`src/core/bcdadc_cfg.svh`:
```
// constants for the bcd converter and its serial host end
`ifndef BCDADC_CFG_SVH
`define BCDADC_CFG_SVH
`define BA_AZ_CYC 10001
`define BA_INT_CYC 10000
`define BA_DE_CYC 20001
`define BA_CYC_LEN 40002
`define BA_DIGIT_PER 8'd200
`define BA_STROBE_AT 8'd100
`define BA_BAUD_DIV 8'd16
`define BA_UNDER_D3 4'h1
`define BA_UNDER_D2 4'h8
`define BA_BLANK_NIB 4'hf
`define BA_REG_CTRL 2'd0
`define BA_REG_STAT 2'd1
`define BA_REG_LAST 2'd2
`define BA_REG_NONE 2'd3
`define BA_OFF_CTRL 8'h00
`define BA_OFF_STAT 8'h04
`define BA_OFF_LAST 8'h08
`define BA_CTRL_RUN 0
`define BA_CTRL_START 1
`define BA_CTRL_HOLD 2
`define BA_STAT_BUSY 0
`define BA_STAT_DRDY 1
`define BA_STAT_OVF 2
`define BA_STAT_EMPTY 3
`define BA_STAT_FULL 4
`define BA_FIFO_W 9
`define BA_FIFO_D 8
`endif

```
`src/core/bcdadc_pkg.sv`:
```
// types for both ends: phase states for the converter, serial states for the host
package bcdadc_pkg;
  typedef enum logic [1:0] {PH_AZ, PH_INT, PH_DE} bcdadc_phase_t;
  typedef enum logic [0:0] {TX_IDLE, TX_SHIFT} bcdadc_tx_t;
  typedef enum logic [1:0] {RX_IDLE, RX_START, RX_DATA, RX_STOP} bcdadc_rx_t;
endpackage

```
`src/core/bcdadc_if.sv`:
```
// digit link between converter and host end
`timescale 1ns/1ps
`default_nettype none
interface bcdadc_if;
  logic strobe;
  logic [2:0] digit_idx;
  logic [3:0] bcd;
  logic polarity;
  logic overrange;
  logic underrange;
  logic busy;
  logic run;
  modport dev (output strobe, output digit_idx, output bcd, output polarity,
               output overrange, output underrange, output busy, input run);
  modport host (input strobe, input digit_idx, input bcd, input polarity,
                input overrange, input underrange, input busy, output run);
endinterface
`default_nettype wire

```
`src/core/bcdadc_host.sv`:
```
// host end: word builder, fifo, serial transmitter and receiver, apb registers
`timescale 1ns/1ps
`default_nettype none
`include "bcdadc_cfg.svh"
module bcdadc_fifo #(
  parameter int W = `BA_FIFO_W,
  parameter int D = `BA_FIFO_D
) (
  input wire logic clk,
  input wire logic rst_n,
  input wire logic ce,
  input wire logic in_valid,
  output logic in_ready,
  input wire logic [W-1:0] in_data,
  output logic out_valid,
  input wire logic out_ready,
  output logic [W-1:0] out_data
);
  localparam int AW = $clog2(D);
  logic [W-1:0] mem [D];
  logic [AW:0] wp_q, wp_d, rp_q, rp_d;
  logic full, empty, push, pop;

  always_comb begin
    empty = wp_q == rp_q;
    full = wp_q[AW-1:0] == rp_q[AW-1:0] && wp_q[AW] != rp_q[AW];
    push = ce && in_valid && !full;
    pop = ce && out_ready && !empty;
    wp_d = push ? wp_q + 1'b1 : wp_q;
    rp_d = pop ? rp_q + 1'b1 : rp_q;
  end

  always_ff @(posedge clk or negedge rst_n) begin
    if (!rst_n) begin
      wp_q <= '0;
      rp_q <= '0;
    end else begin
      wp_q <= wp_d;
      rp_q <= rp_d;
    end
  end

  always_ff @(posedge clk) begin
    if (push) begin
      mem[wp_q[AW-1:0]] <= in_data;
    end
  end

  assign in_ready = !full;
  assign out_valid = !empty;
  assign out_data = mem[rp_q[AW-1:0]];
endmodule // bcdadc_fifo

module bcdadc_host
  import bcdadc_pkg::*;
(
  bcdadc_if.host link,
  input wire logic CLOCK,
  input wire logic RESET_N,
  input wire logic CE,
  input wire logic PSEL,
  input wire logic PENABLE,
  input wire logic PWRITE,
  input wire logic [7:0] PADDR,
  input wire logic [31:0] PWDATA,
  output logic PREADY,
  output logic [31:0] PRDATA,
  output logic PSLVERR,
  input wire logic RECEIVER_SERIAL_INPUT,
  output logic TX_SERIAL_OUT,
  output logic EVEN_PARITY_SELECT,
  output logic DATA_READY
);
  function automatic logic [1:0] reg_sel(input logic [7:0] a);
    unique case (a)
      `BA_OFF_CTRL: reg_sel = `BA_REG_CTRL;
      `BA_OFF_STAT: reg_sel = `BA_REG_STAT;
      `BA_OFF_LAST: reg_sel = `BA_REG_LAST;
      default: reg_sel = `BA_REG_NONE;
    endcase
  endfunction

  logic rxs1_q, rxs2_q;
  logic run_q, run_d, ctl_run_q, ctl_run_d, hold_q, hold_d, pend_q, pend_d;
  logic busy_p_q, drdy_q, drdy_d, ovf_q, ovf_d;
  logic [7:0] last_q, last_d, rxw_q, rxw_d;
  bcdadc_rx_t rx_st_q, rx_st_d;
  logic [7:0] rx_cnt_q, rx_cnt_d, rx_sh_q, rx_sh_d;
  logic [2:0] rx_bit_q, rx_bit_d;
  bcdadc_tx_t tx_st_q, tx_st_d;
  logic [7:0] tx_cnt_q, tx_cnt_d;
  logic [3:0] tx_bit_q, tx_bit_d;
  logic [10:0] tx_sh_q, tx_sh_d;
  logic tx_q, tx_d, epe_q, epe_d;
  logic rdy_q, rdy_d, err_q, err_d;
  logic [31:0] rd_q, rd_d;
  logic [3:0] id_nib, dat_nib;
  logic [7:0] word;
  logic f_in_ready, f_out_valid, f_pop;
  logic [8:0] f_out;
  logic access, wr_fire, busy_rise, rx_done;

  always_comb begin
    unique case (link.digit_idx)
      3'd0: id_nib = 4'b0000;
      3'd1: id_nib = 4'b1000;
      3'd2: id_nib = 4'b0100;
      3'd3: id_nib = 4'b0010;
      default: id_nib = 4'b0001;
    endcase
    if (link.digit_idx == 3'd0) begin
      dat_nib = {link.polarity, link.overrange, link.underrange, link.bcd[0]};
    end else begin
      dat_nib = link.bcd;
    end
    word = {id_nib, dat_nib};
  end

  bcdadc_fifo #(.W(`BA_FIFO_W), .D(`BA_FIFO_D)) u_fifo (
    .clk(CLOCK),
    .rst_n(RESET_N),
    .ce(CE),
    .in_valid(link.strobe),
    .in_ready(f_in_ready),
    .in_data({link.polarity, word}),
    .out_valid(f_out_valid),
    .out_ready(f_pop),
    .out_data(f_out)
  );

  assign f_pop = tx_st_q == TX_IDLE;

  always_comb begin
    tx_st_d = tx_st_q;
    tx_cnt_d = tx_cnt_q;
    tx_bit_d = tx_bit_q;
    tx_sh_d = tx_sh_q;
    tx_d = tx_q;
    epe_d = epe_q;
    unique case (tx_st_q)
      TX_IDLE: begin
        tx_d = 1'b1;
        if (f_out_valid) begin
          epe_d = f_out[8];
          tx_sh_d = {1'b1, f_out[8] ? ^f_out[7:0] : ~^f_out[7:0], f_out[7:0], 1'b0};
          tx_d = 1'b0;
          tx_cnt_d = '0;
          tx_bit_d = '0;
          tx_st_d = TX_SHIFT;
        end
      end
      TX_SHIFT: begin
        tx_cnt_d = tx_cnt_q + 8'h01;
        if (tx_cnt_q == `BA_BAUD_DIV - 8'h01) begin
          tx_cnt_d = '0;
          tx_sh_d = {1'b1, tx_sh_q[10:1]};
          tx_d = tx_sh_q[1];
          tx_bit_d = tx_bit_q + 4'h1;
          if (tx_bit_q == 4'd10) begin
            tx_st_d = TX_IDLE;
            tx_d = 1'b1;
          end
        end
      end
    endcase
  end

  always_comb begin
    rx_st_d = rx_st_q;
    rx_cnt_d = rx_cnt_q + 8'h01;
    rx_bit_d = rx_bit_q;
    rx_sh_d = rx_sh_q;
    rx_done = 1'b0;
    unique case (rx_st_q)
      RX_IDLE: begin
        rx_cnt_d = '0;
        if (!rxs2_q) begin
          rx_st_d = RX_START;
        end
      end
      RX_START: begin
        if (rx_cnt_q == (`BA_BAUD_DIV >> 1) - 8'h01) begin
          rx_cnt_d = '0;
          rx_bit_d = '0;
          rx_st_d = rxs2_q ? RX_IDLE : RX_DATA;
        end
      end
      RX_DATA: begin
        if (rx_cnt_q == `BA_BAUD_DIV - 8'h01) begin
          rx_cnt_d = '0;
          rx_sh_d = {rxs2_q, rx_sh_q[7:1]};
          rx_bit_d = rx_bit_q + 3'd1;
          if (rx_bit_q == 3'd7) begin
            rx_st_d = RX_STOP;
          end
        end
      end
      RX_STOP: begin
        if (rx_cnt_q == `BA_BAUD_DIV - 8'h01) begin
          rx_st_d = RX_IDLE;
          rx_done = rxs2_q;
        end
      end
    endcase
  end

  always_comb begin
    access = PSEL && PENABLE;
    wr_fire = access && rdy_q && PWRITE;
    busy_rise = link.busy && !busy_p_q;
    rdy_d = access && !rdy_q;
    err_d = access && !rdy_q && reg_sel(PADDR) == `BA_REG_NONE;
    rd_d = '0;
    if (access && !rdy_q && !PWRITE) begin
      unique case (reg_sel(PADDR))
        `BA_REG_CTRL: rd_d = {29'h0, hold_q, 1'b0, ctl_run_q};
        `BA_REG_STAT: rd_d = {16'h0, rxw_q, 3'h0, !f_in_ready, !f_out_valid,
                              ovf_q, drdy_q, link.busy};
        `BA_REG_LAST: rd_d = {24'h0, last_q};
        default: rd_d = '0;
      endcase
    end
    ctl_run_d = ctl_run_q;
    hold_d = hold_q;
    pend_d = pend_q;
    ovf_d = ovf_q;
    if (wr_fire && reg_sel(PADDR) == `BA_REG_CTRL) begin
      ctl_run_d = PWDATA[`BA_CTRL_RUN];
      hold_d = PWDATA[`BA_CTRL_HOLD];
    end
    if (wr_fire && reg_sel(PADDR) == `BA_REG_STAT && PWDATA[`BA_STAT_OVF]) begin
      ovf_d = 1'b0;
    end
    if (link.strobe && !f_in_ready) begin
      ovf_d = 1'b1;
    end
    if (link.busy) begin
      pend_d = 1'b0;
    end
    if (rx_done || (wr_fire && reg_sel(PADDR) == `BA_REG_CTRL && PWDATA[`BA_CTRL_START])) begin
      pend_d = 1'b1;
    end
    run_d = !hold_d && (ctl_run_d || pend_d);
    drdy_d = drdy_q && !busy_rise;
    rxw_d = rxw_q;
    if (rx_done) begin
      drdy_d = 1'b1;
      rxw_d = rx_sh_q;
    end
    last_d = (link.strobe && f_in_ready) ? word : last_q;
  end

  always_ff @(posedge CLOCK or negedge RESET_N) begin
    if (!RESET_N) begin
      {rxs1_q, rxs2_q} <= 2'b11;
      {run_q, ctl_run_q, hold_q, pend_q} <= 4'h0;
      {busy_p_q, drdy_q, ovf_q} <= 3'h0;
      last_q <= '0;
      rxw_q <= '0;
      rx_st_q <= RX_IDLE;
      rx_cnt_q <= '0;
      rx_sh_q <= '0;
      rx_bit_q <= '0;
      tx_st_q <= TX_IDLE;
      tx_cnt_q <= '0;
      tx_bit_q <= '0;
      tx_sh_q <= '1;
      {tx_q, epe_q} <= 2'b10;
      {rdy_q, err_q} <= 2'b00;
      rd_q <= '0;
    end else if (CE) begin
      rxs1_q <= RECEIVER_SERIAL_INPUT;
      rxs2_q <= rxs1_q;
      {run_q, ctl_run_q, hold_q, pend_q} <= {run_d, ctl_run_d, hold_d, pend_d};
      {busy_p_q, drdy_q, ovf_q} <= {link.busy, drdy_d, ovf_d};
      last_q <= last_d;
      rxw_q <= rxw_d;
      rx_st_q <= rx_st_d;
      rx_cnt_q <= rx_cnt_d;
      rx_sh_q <= rx_sh_d;
      rx_bit_q <= rx_bit_d;
      tx_st_q <= tx_st_d;
      tx_cnt_q <= tx_cnt_d;
      tx_bit_q <= tx_bit_d;
      tx_sh_q <= tx_sh_d;
      {tx_q, epe_q} <= {tx_d, epe_d};
      {rdy_q, err_q} <= {rdy_d, err_d};
      rd_q <= rd_d;
    end
  end

  assign link.run = run_q;
  assign PREADY = rdy_q;
  assign PRDATA = rd_q;
  assign PSLVERR = err_q;
  assign TX_SERIAL_OUT = tx_q;
  assign EVEN_PARITY_SELECT = epe_q;
  assign DATA_READY = drdy_q;
endmodule // bcdadc_host
`default_nettype wire

```
`src/flat_wrapper.sv`:
```
// flat-port wrapper written by rule: the top's interface ports become plain ports
module bcdadc_host_flat import bcdadc_pkg::*;
  (CLOCK, RESET_N, CE, PSEL, PENABLE, PWRITE, PADDR, PWDATA, PREADY, PRDATA, PSLVERR, RECEIVER_SERIAL_INPUT, TX_SERIAL_OUT, EVEN_PARITY_SELECT, DATA_READY, link_strobe, link_digit_idx, link_bcd, link_polarity, link_overrange, link_underrange, link_busy, link_run);
  bcdadc_if link_i ();
  input wire logic CLOCK;
  input wire logic RESET_N;
  input wire logic CE;
  input wire logic PSEL;
  input wire logic PENABLE;
  input wire logic PWRITE;
  input wire logic [7:0] PADDR;
  input wire logic [31:0] PWDATA;
  output logic PREADY;
  output logic [31:0] PRDATA;
  output logic PSLVERR;
  input wire logic RECEIVER_SERIAL_INPUT;
  output logic TX_SERIAL_OUT;
  output logic EVEN_PARITY_SELECT;
  output logic DATA_READY;
  input wire logic [$bits(link_i.strobe)-1:0] link_strobe;
  input wire logic [$bits(link_i.digit_idx)-1:0] link_digit_idx;
  input wire logic [$bits(link_i.bcd)-1:0] link_bcd;
  input wire logic [$bits(link_i.polarity)-1:0] link_polarity;
  input wire logic [$bits(link_i.overrange)-1:0] link_overrange;
  input wire logic [$bits(link_i.underrange)-1:0] link_underrange;
  input wire logic [$bits(link_i.busy)-1:0] link_busy;
  output wire logic [$bits(link_i.run)-1:0] link_run;
  assign link_i.strobe = link_strobe;
  assign link_i.digit_idx = link_digit_idx;
  assign link_i.bcd = link_bcd;
  assign link_i.polarity = link_polarity;
  assign link_i.overrange = link_overrange;
  assign link_i.underrange = link_underrange;
  assign link_i.busy = link_busy;
  assign link_run = link_i.run;
  bcdadc_host u_core (.link(link_i), .CLOCK(CLOCK), .RESET_N(RESET_N), .CE(CE), .PSEL(PSEL), .PENABLE(PENABLE), .PWRITE(PWRITE), .PADDR(PADDR), .PWDATA(PWDATA), .PREADY(PREADY), .PRDATA(PRDATA), .PSLVERR(PSLVERR), .RECEIVER_SERIAL_INPUT(RECEIVER_SERIAL_INPUT), .TX_SERIAL_OUT(TX_SERIAL_OUT), .EVEN_PARITY_SELECT(EVEN_PARITY_SELECT), .DATA_READY(DATA_READY));
endmodule
```
`config.mk`:
```
export PLATFORM = sky130hd
export DESIGN_NAME = bcdadc_host_flat
export DESIGN_NICKNAME = d
export VERILOG_FILES = /design/src/core/bcdadc_pkg.sv /design/src/core/bcdadc_if.sv /design/src/core/bcdadc_host.sv /design/src/flat_wrapper.sv
export VERILOG_INCLUDE_DIRS = /design/src /design/src/core
export SDC_FILE = /design/constraint.sdc
export NUM_CORES = 1
export LEC_CHECK = 0
export ABC_AREA = 1
export BUFFER_PORTS_ARGS = -buffer_cell sky130_fd_sc_hd__clkbuf_2
export CORE_MARGIN = 5
export CORE_UTILIZATION = 41
export CTS_BUF_LIST = sky130_fd_sc_hd__clkbuf_4
export DETAILED_ROUTE_END_ITERATION = 10
export GPL_ROUTABILITY_DRIVEN = 0
export HOLD_SLACK_MARGIN = 0.03
export PLACE_DENSITY = 0.62
export SLEW_MARGIN = 20
export SYNTH_ARGS = -nofsm -noshare
export SYNTH_HDL_FRONTEND = slang
export SYNTH_SLANG_ARGS = --single-unit
```
`constraint.sdc`:
```
create_clock -name CLOCK -period 1.9 [get_ports CLOCK]
set_clock_uncertainty 0.15 [all_clocks]
set_input_delay 0.285 -clock CLOCK [delete_from_list [all_inputs] [get_ports CLOCK]]
set_output_delay 0.285 -clock CLOCK [all_outputs]
set_load 0.02 [all_outputs]
```
==> flow_metrics.env <==
export IMPL_clkLatencyLatePin_ns=0.56
export IMPL_fin_area_mm2=0.0102
export IMPL_crit_arrival_ns=2.11
export IMPL_grt_pass1_vias=5902
export IMPL_tightestPinTransition_ns=0.797
export IMPL_wl_met3_um=984
export IMPL_place_area_mm2=0.00903
export IMPL_ant_nets=0
export IMPL_cts_tree="yes"
export IMPL_placeableCoreArea_mm2=0.0193
export IMPL_start_util_pct=41.3
export IMPL_ys_async_sr_fraction_pct=57.1
export IMPL_top_layer_used="met4"
export IMPL_clock_sinks=168
export IMPL_dpl_hpwl_mm=12.1
export IMPL_synth_cells=886
export IMPL_synth_common_cells="nand2_1 (260), inv_1 (120), dfrtp_1 (84)"
export IMPL_slowest_stage="dfrtp_1"
export IMPL_fin_crit_sh_pct=102
export IMPL_cts_buffers=17
export IMPL_p_int_mw=5.73
export IMPL_pwr_share_clk_pct=24.0
export IMPL_critPathTopFamily="simple AND/OR/NAND/NOR gates"
export IMPL_wl_per_cell_um=13.4
export IMPL_switchingPower_mw=2.64
export IMPL_vdd_drop_max_mv=0.477
export IMPL_syn_area_per_cell_um2=8.98
export IMPL_cts_root_buffer="clkbuf_4"
export IMPL_power_leakage_nw=4.70
export IMPL_hp_class="in -> async"
export IMPL_htreeDepth=4
export IMPL_grtUsageTotal_pct=16.4
export IMPL_synth_top_cell_area_share_pct=27.2
export IMPL_synth_most_common_cell="nand2_1"
export IMPL_maxCapViolCount=0
export IMPL_r2r_slack_ns=-0.05
export IMPL_ys_top_cells_by_area="edfxtp_1 (27%), dfrtp_1 (26%), nand2_1 (12%)"
export IMPL_drc=0
export IMPL_port_buffers=51
export IMPL_path_max_fanout=9
export IMPL_place_ws_ns=-0.0601
export IMPL_power_frac_comb_pct=22.6
export IMPL_fin_ws_ns=-0.0453
export IMPL_fmax_ghz=0.514
export IMPL_slowest_delay_ns=0.43
export IMPL_whs_ns=0.106
export IMPL_drtPass1Iterations=5
export IMPL_rows=51
export IMPL_synth_seq_cells=168
export IMPL_grt_max_degree=46
export IMPL_synth_edf_count=72
export IMPL_vias=6180
export IMPL_drive_above_1_share_pct=26.8
export IMPL_nNetsFinal=1116
export IMPL_antenna_found_initial=1
export IMPL_die_x_um=149
export IMPL_setup_violations=52
export IMPL_met1_length_mm=8.16
export IMPL_grt_pass1_wl_mm=29.2
export IMPL_outcome="finished, violations left"
export IMPL_syn_area_mm2=0.00795
export IMPL_final_util_pct=52.9
export IMPL_slew_viol_final=0
export IMPL_slew_headroom_pct=46.7
export IMPL_power_density_mw_per_mm2=820
export IMPL_ios=97
export IMPL_viasPerCell=4.67
export IMPL_swShare_pct=31.6
export IMPL_finalHoldViolCount=0
export IMPL_route_met2_wl_mm=8.40
export IMPL_clock_path_buffers=2
export IMPL_synth_cell_types=40
export IMPL_worstPathCellList="buf_6 > xor2_2 > a21oi_2 > nand3b_1 > nand2_2 > inv_4 > nand2_4 > nor2_4 > buf_12"
export IMPL_rsz0062_at_grt="true"
export IMPL_clk_pin_slew_worst_paths_ns=0.14
export IMPL_drt_total_wl_mm=17.7
export IMPL_ys_warnings_count=0
export IMPL_yosysSeqAreaShare_pct=57.6
export IMPL_synth_ff_type="dfrtp_1"
export IMPL_cp_buffers_inverters=3
export IMPL_violations="setup timing"
export IMPL_drt_first_iter_violations=485
export IMPL_yosysTopAreaCell="edfxtp_1"
export IMPL_worst_setup_path_type="reg -> reg"
export IMPL_area_growth_pct=28.3
export IMPL_end_kind="flop"
export IMPL_crit_required_ns=2.07
export IMPL_period_minus_slack_ns=1.95
export IMPL_power_frac_seq_pct=53.5
export IMPL_gr_total_overflow=0
export IMPL_fp_dieH_um=149
export IMPL_dieArea_mm2=0.0223
export IMPL_critPathLaunchType="flop"
## power by group through the flow
stage / registers (mW) / logic [mW] / clock network (mW)
4_1_cts: 4.46 / 1.74 / 2.07
2_1_floorplan: 4.52 / 1.00 / 0
6_report: 4.47 / 1.89 / 2.00
3_3_place_gp: 4.53 / 1.57 / 0
3_5_place_dp: 4.53 / 1.60 / 0
5_1_grt: 4.52 / 2.14 / 2.23
## cell type report
type | count | area (µm²)
diodes | 1 | 2.50
clock buffers | 17 | 128
clock inverters | 15 | 140
fillers | 1747 | 9070
inverters | 125 | 484
multi-input cells | 565 | 3060
flip-flops and latches | 168 | 4580
well taps | 265 | 332
repair buffers | 166 | 1480
## metrics by stage
stage / total power, mW / TNS, ns / instances
after floorplan: 5.52 / -4.18 / 901
after global placement: 6.09 / -1.26 / 1242
after detailed placement: 6.13 / -1.06 / 1242
after CTS: 8.27 / -0.173 / 1313
after global routing: 8.90 / -10.30 / 1322
final: 8.36 / -1.41 / 1322
## layout by cell type, fill, tap and decap left out, drive strengths merged, types with 3 or more instances in the layout
master       synthesis  layout
o21ai               80      80
edfxtp              72      72
o31ai                3       3
clkbuf              12      69
nand4                5       5
nand3               66      66
a21oi               16      16
nor3                 8       8
dfrtp               84      84
mux2                 4       4
a31oi                3       3
buf                 31      85
dlygate4sd3          0      29
conb                 1      16
clkinv               0       4
a32o                 4       4
o22ai                6       6
nor4                 3       3
ha                  14      14
inv                125     135
nor2                53      53
dfstp               12      12
xor2                12      12
nand2              261     261
## registers in the layout, summed over array words and instances (netlist names), 3 cells and up, named ones only
signal,count
u_core.PRDATA,16
u_core.last_q,8
u_core.rx_bit_q,3
u_core.rx_cnt_q,8
u_core.rx_sh_q,8
u_core.rxw_q,8
u_core.tx_bit_q,4
u_core.tx_cnt_q,8
u_core.tx_sh_q,9
u_core.u_fifo.mem,72
u_core.u_fifo.rp_q,4
u_core.u_fifo.wp_q,4
## per-layer routing
layer  GRT usage (%)  up-vias
li1                -     3144
met1            22.8     2877
met2            26.7      147
met3            3.49       12
met4            3.98        0
met5               0        -
## kinds of logic after synthesis
| group | count (synthesis) | share of synthesized area (%) |
|---|---|---|
| and+or+nand+nor | 400 | 20.6 |
| DFF | 168 | 57.6 |
| other | 1 | 0.0471 |
| muxes | 5 | 0.692 |
| AOI/OAI and AO/OA | 117 | 8.24 |
| adders and majority gates | 14 | 2.20 |
| buffers and inverters | 168 | 9.22 |
| xor gates and xnor gates | 13 | 1.43 |
## timing repair
| action | 4_1_cts | 5_1_grt |
|---|---|---|
| gates resized for setup | 38 | 98 |
| hold buffers | 29 | 0 |
| setup buffers | 9 | 8 |
| pin swaps | 10 | 30 |
| setup endpoints to repair | 77 | 119 |
| cloned | 1 | 2 |
| hold endpoints to repair | 181 | 0 |
## final timing paths
kind,startpoint,end,depth (start not counted)
setup reg to reg,u_core.u_fifo.rp_q[1],u_core.u_fifo.mem[4][0],9
min in group CLOCK,PADDR[0],u_core.PRDATA[2],6
hold reg to reg,u_core.rxs1_q,u_core.rxs1_q,2
hold / removal,RESET_N,u_core.rxs2_q,2
max in group asynchronous,RESET_N,u_core.u_fifo.wp_q[2],3
setup / recovery,u_core.u_fifo.rp_q[1],u_core.u_fifo.mem[4][0],9
No activity file was read; power rests on OpenSTA's default activity.
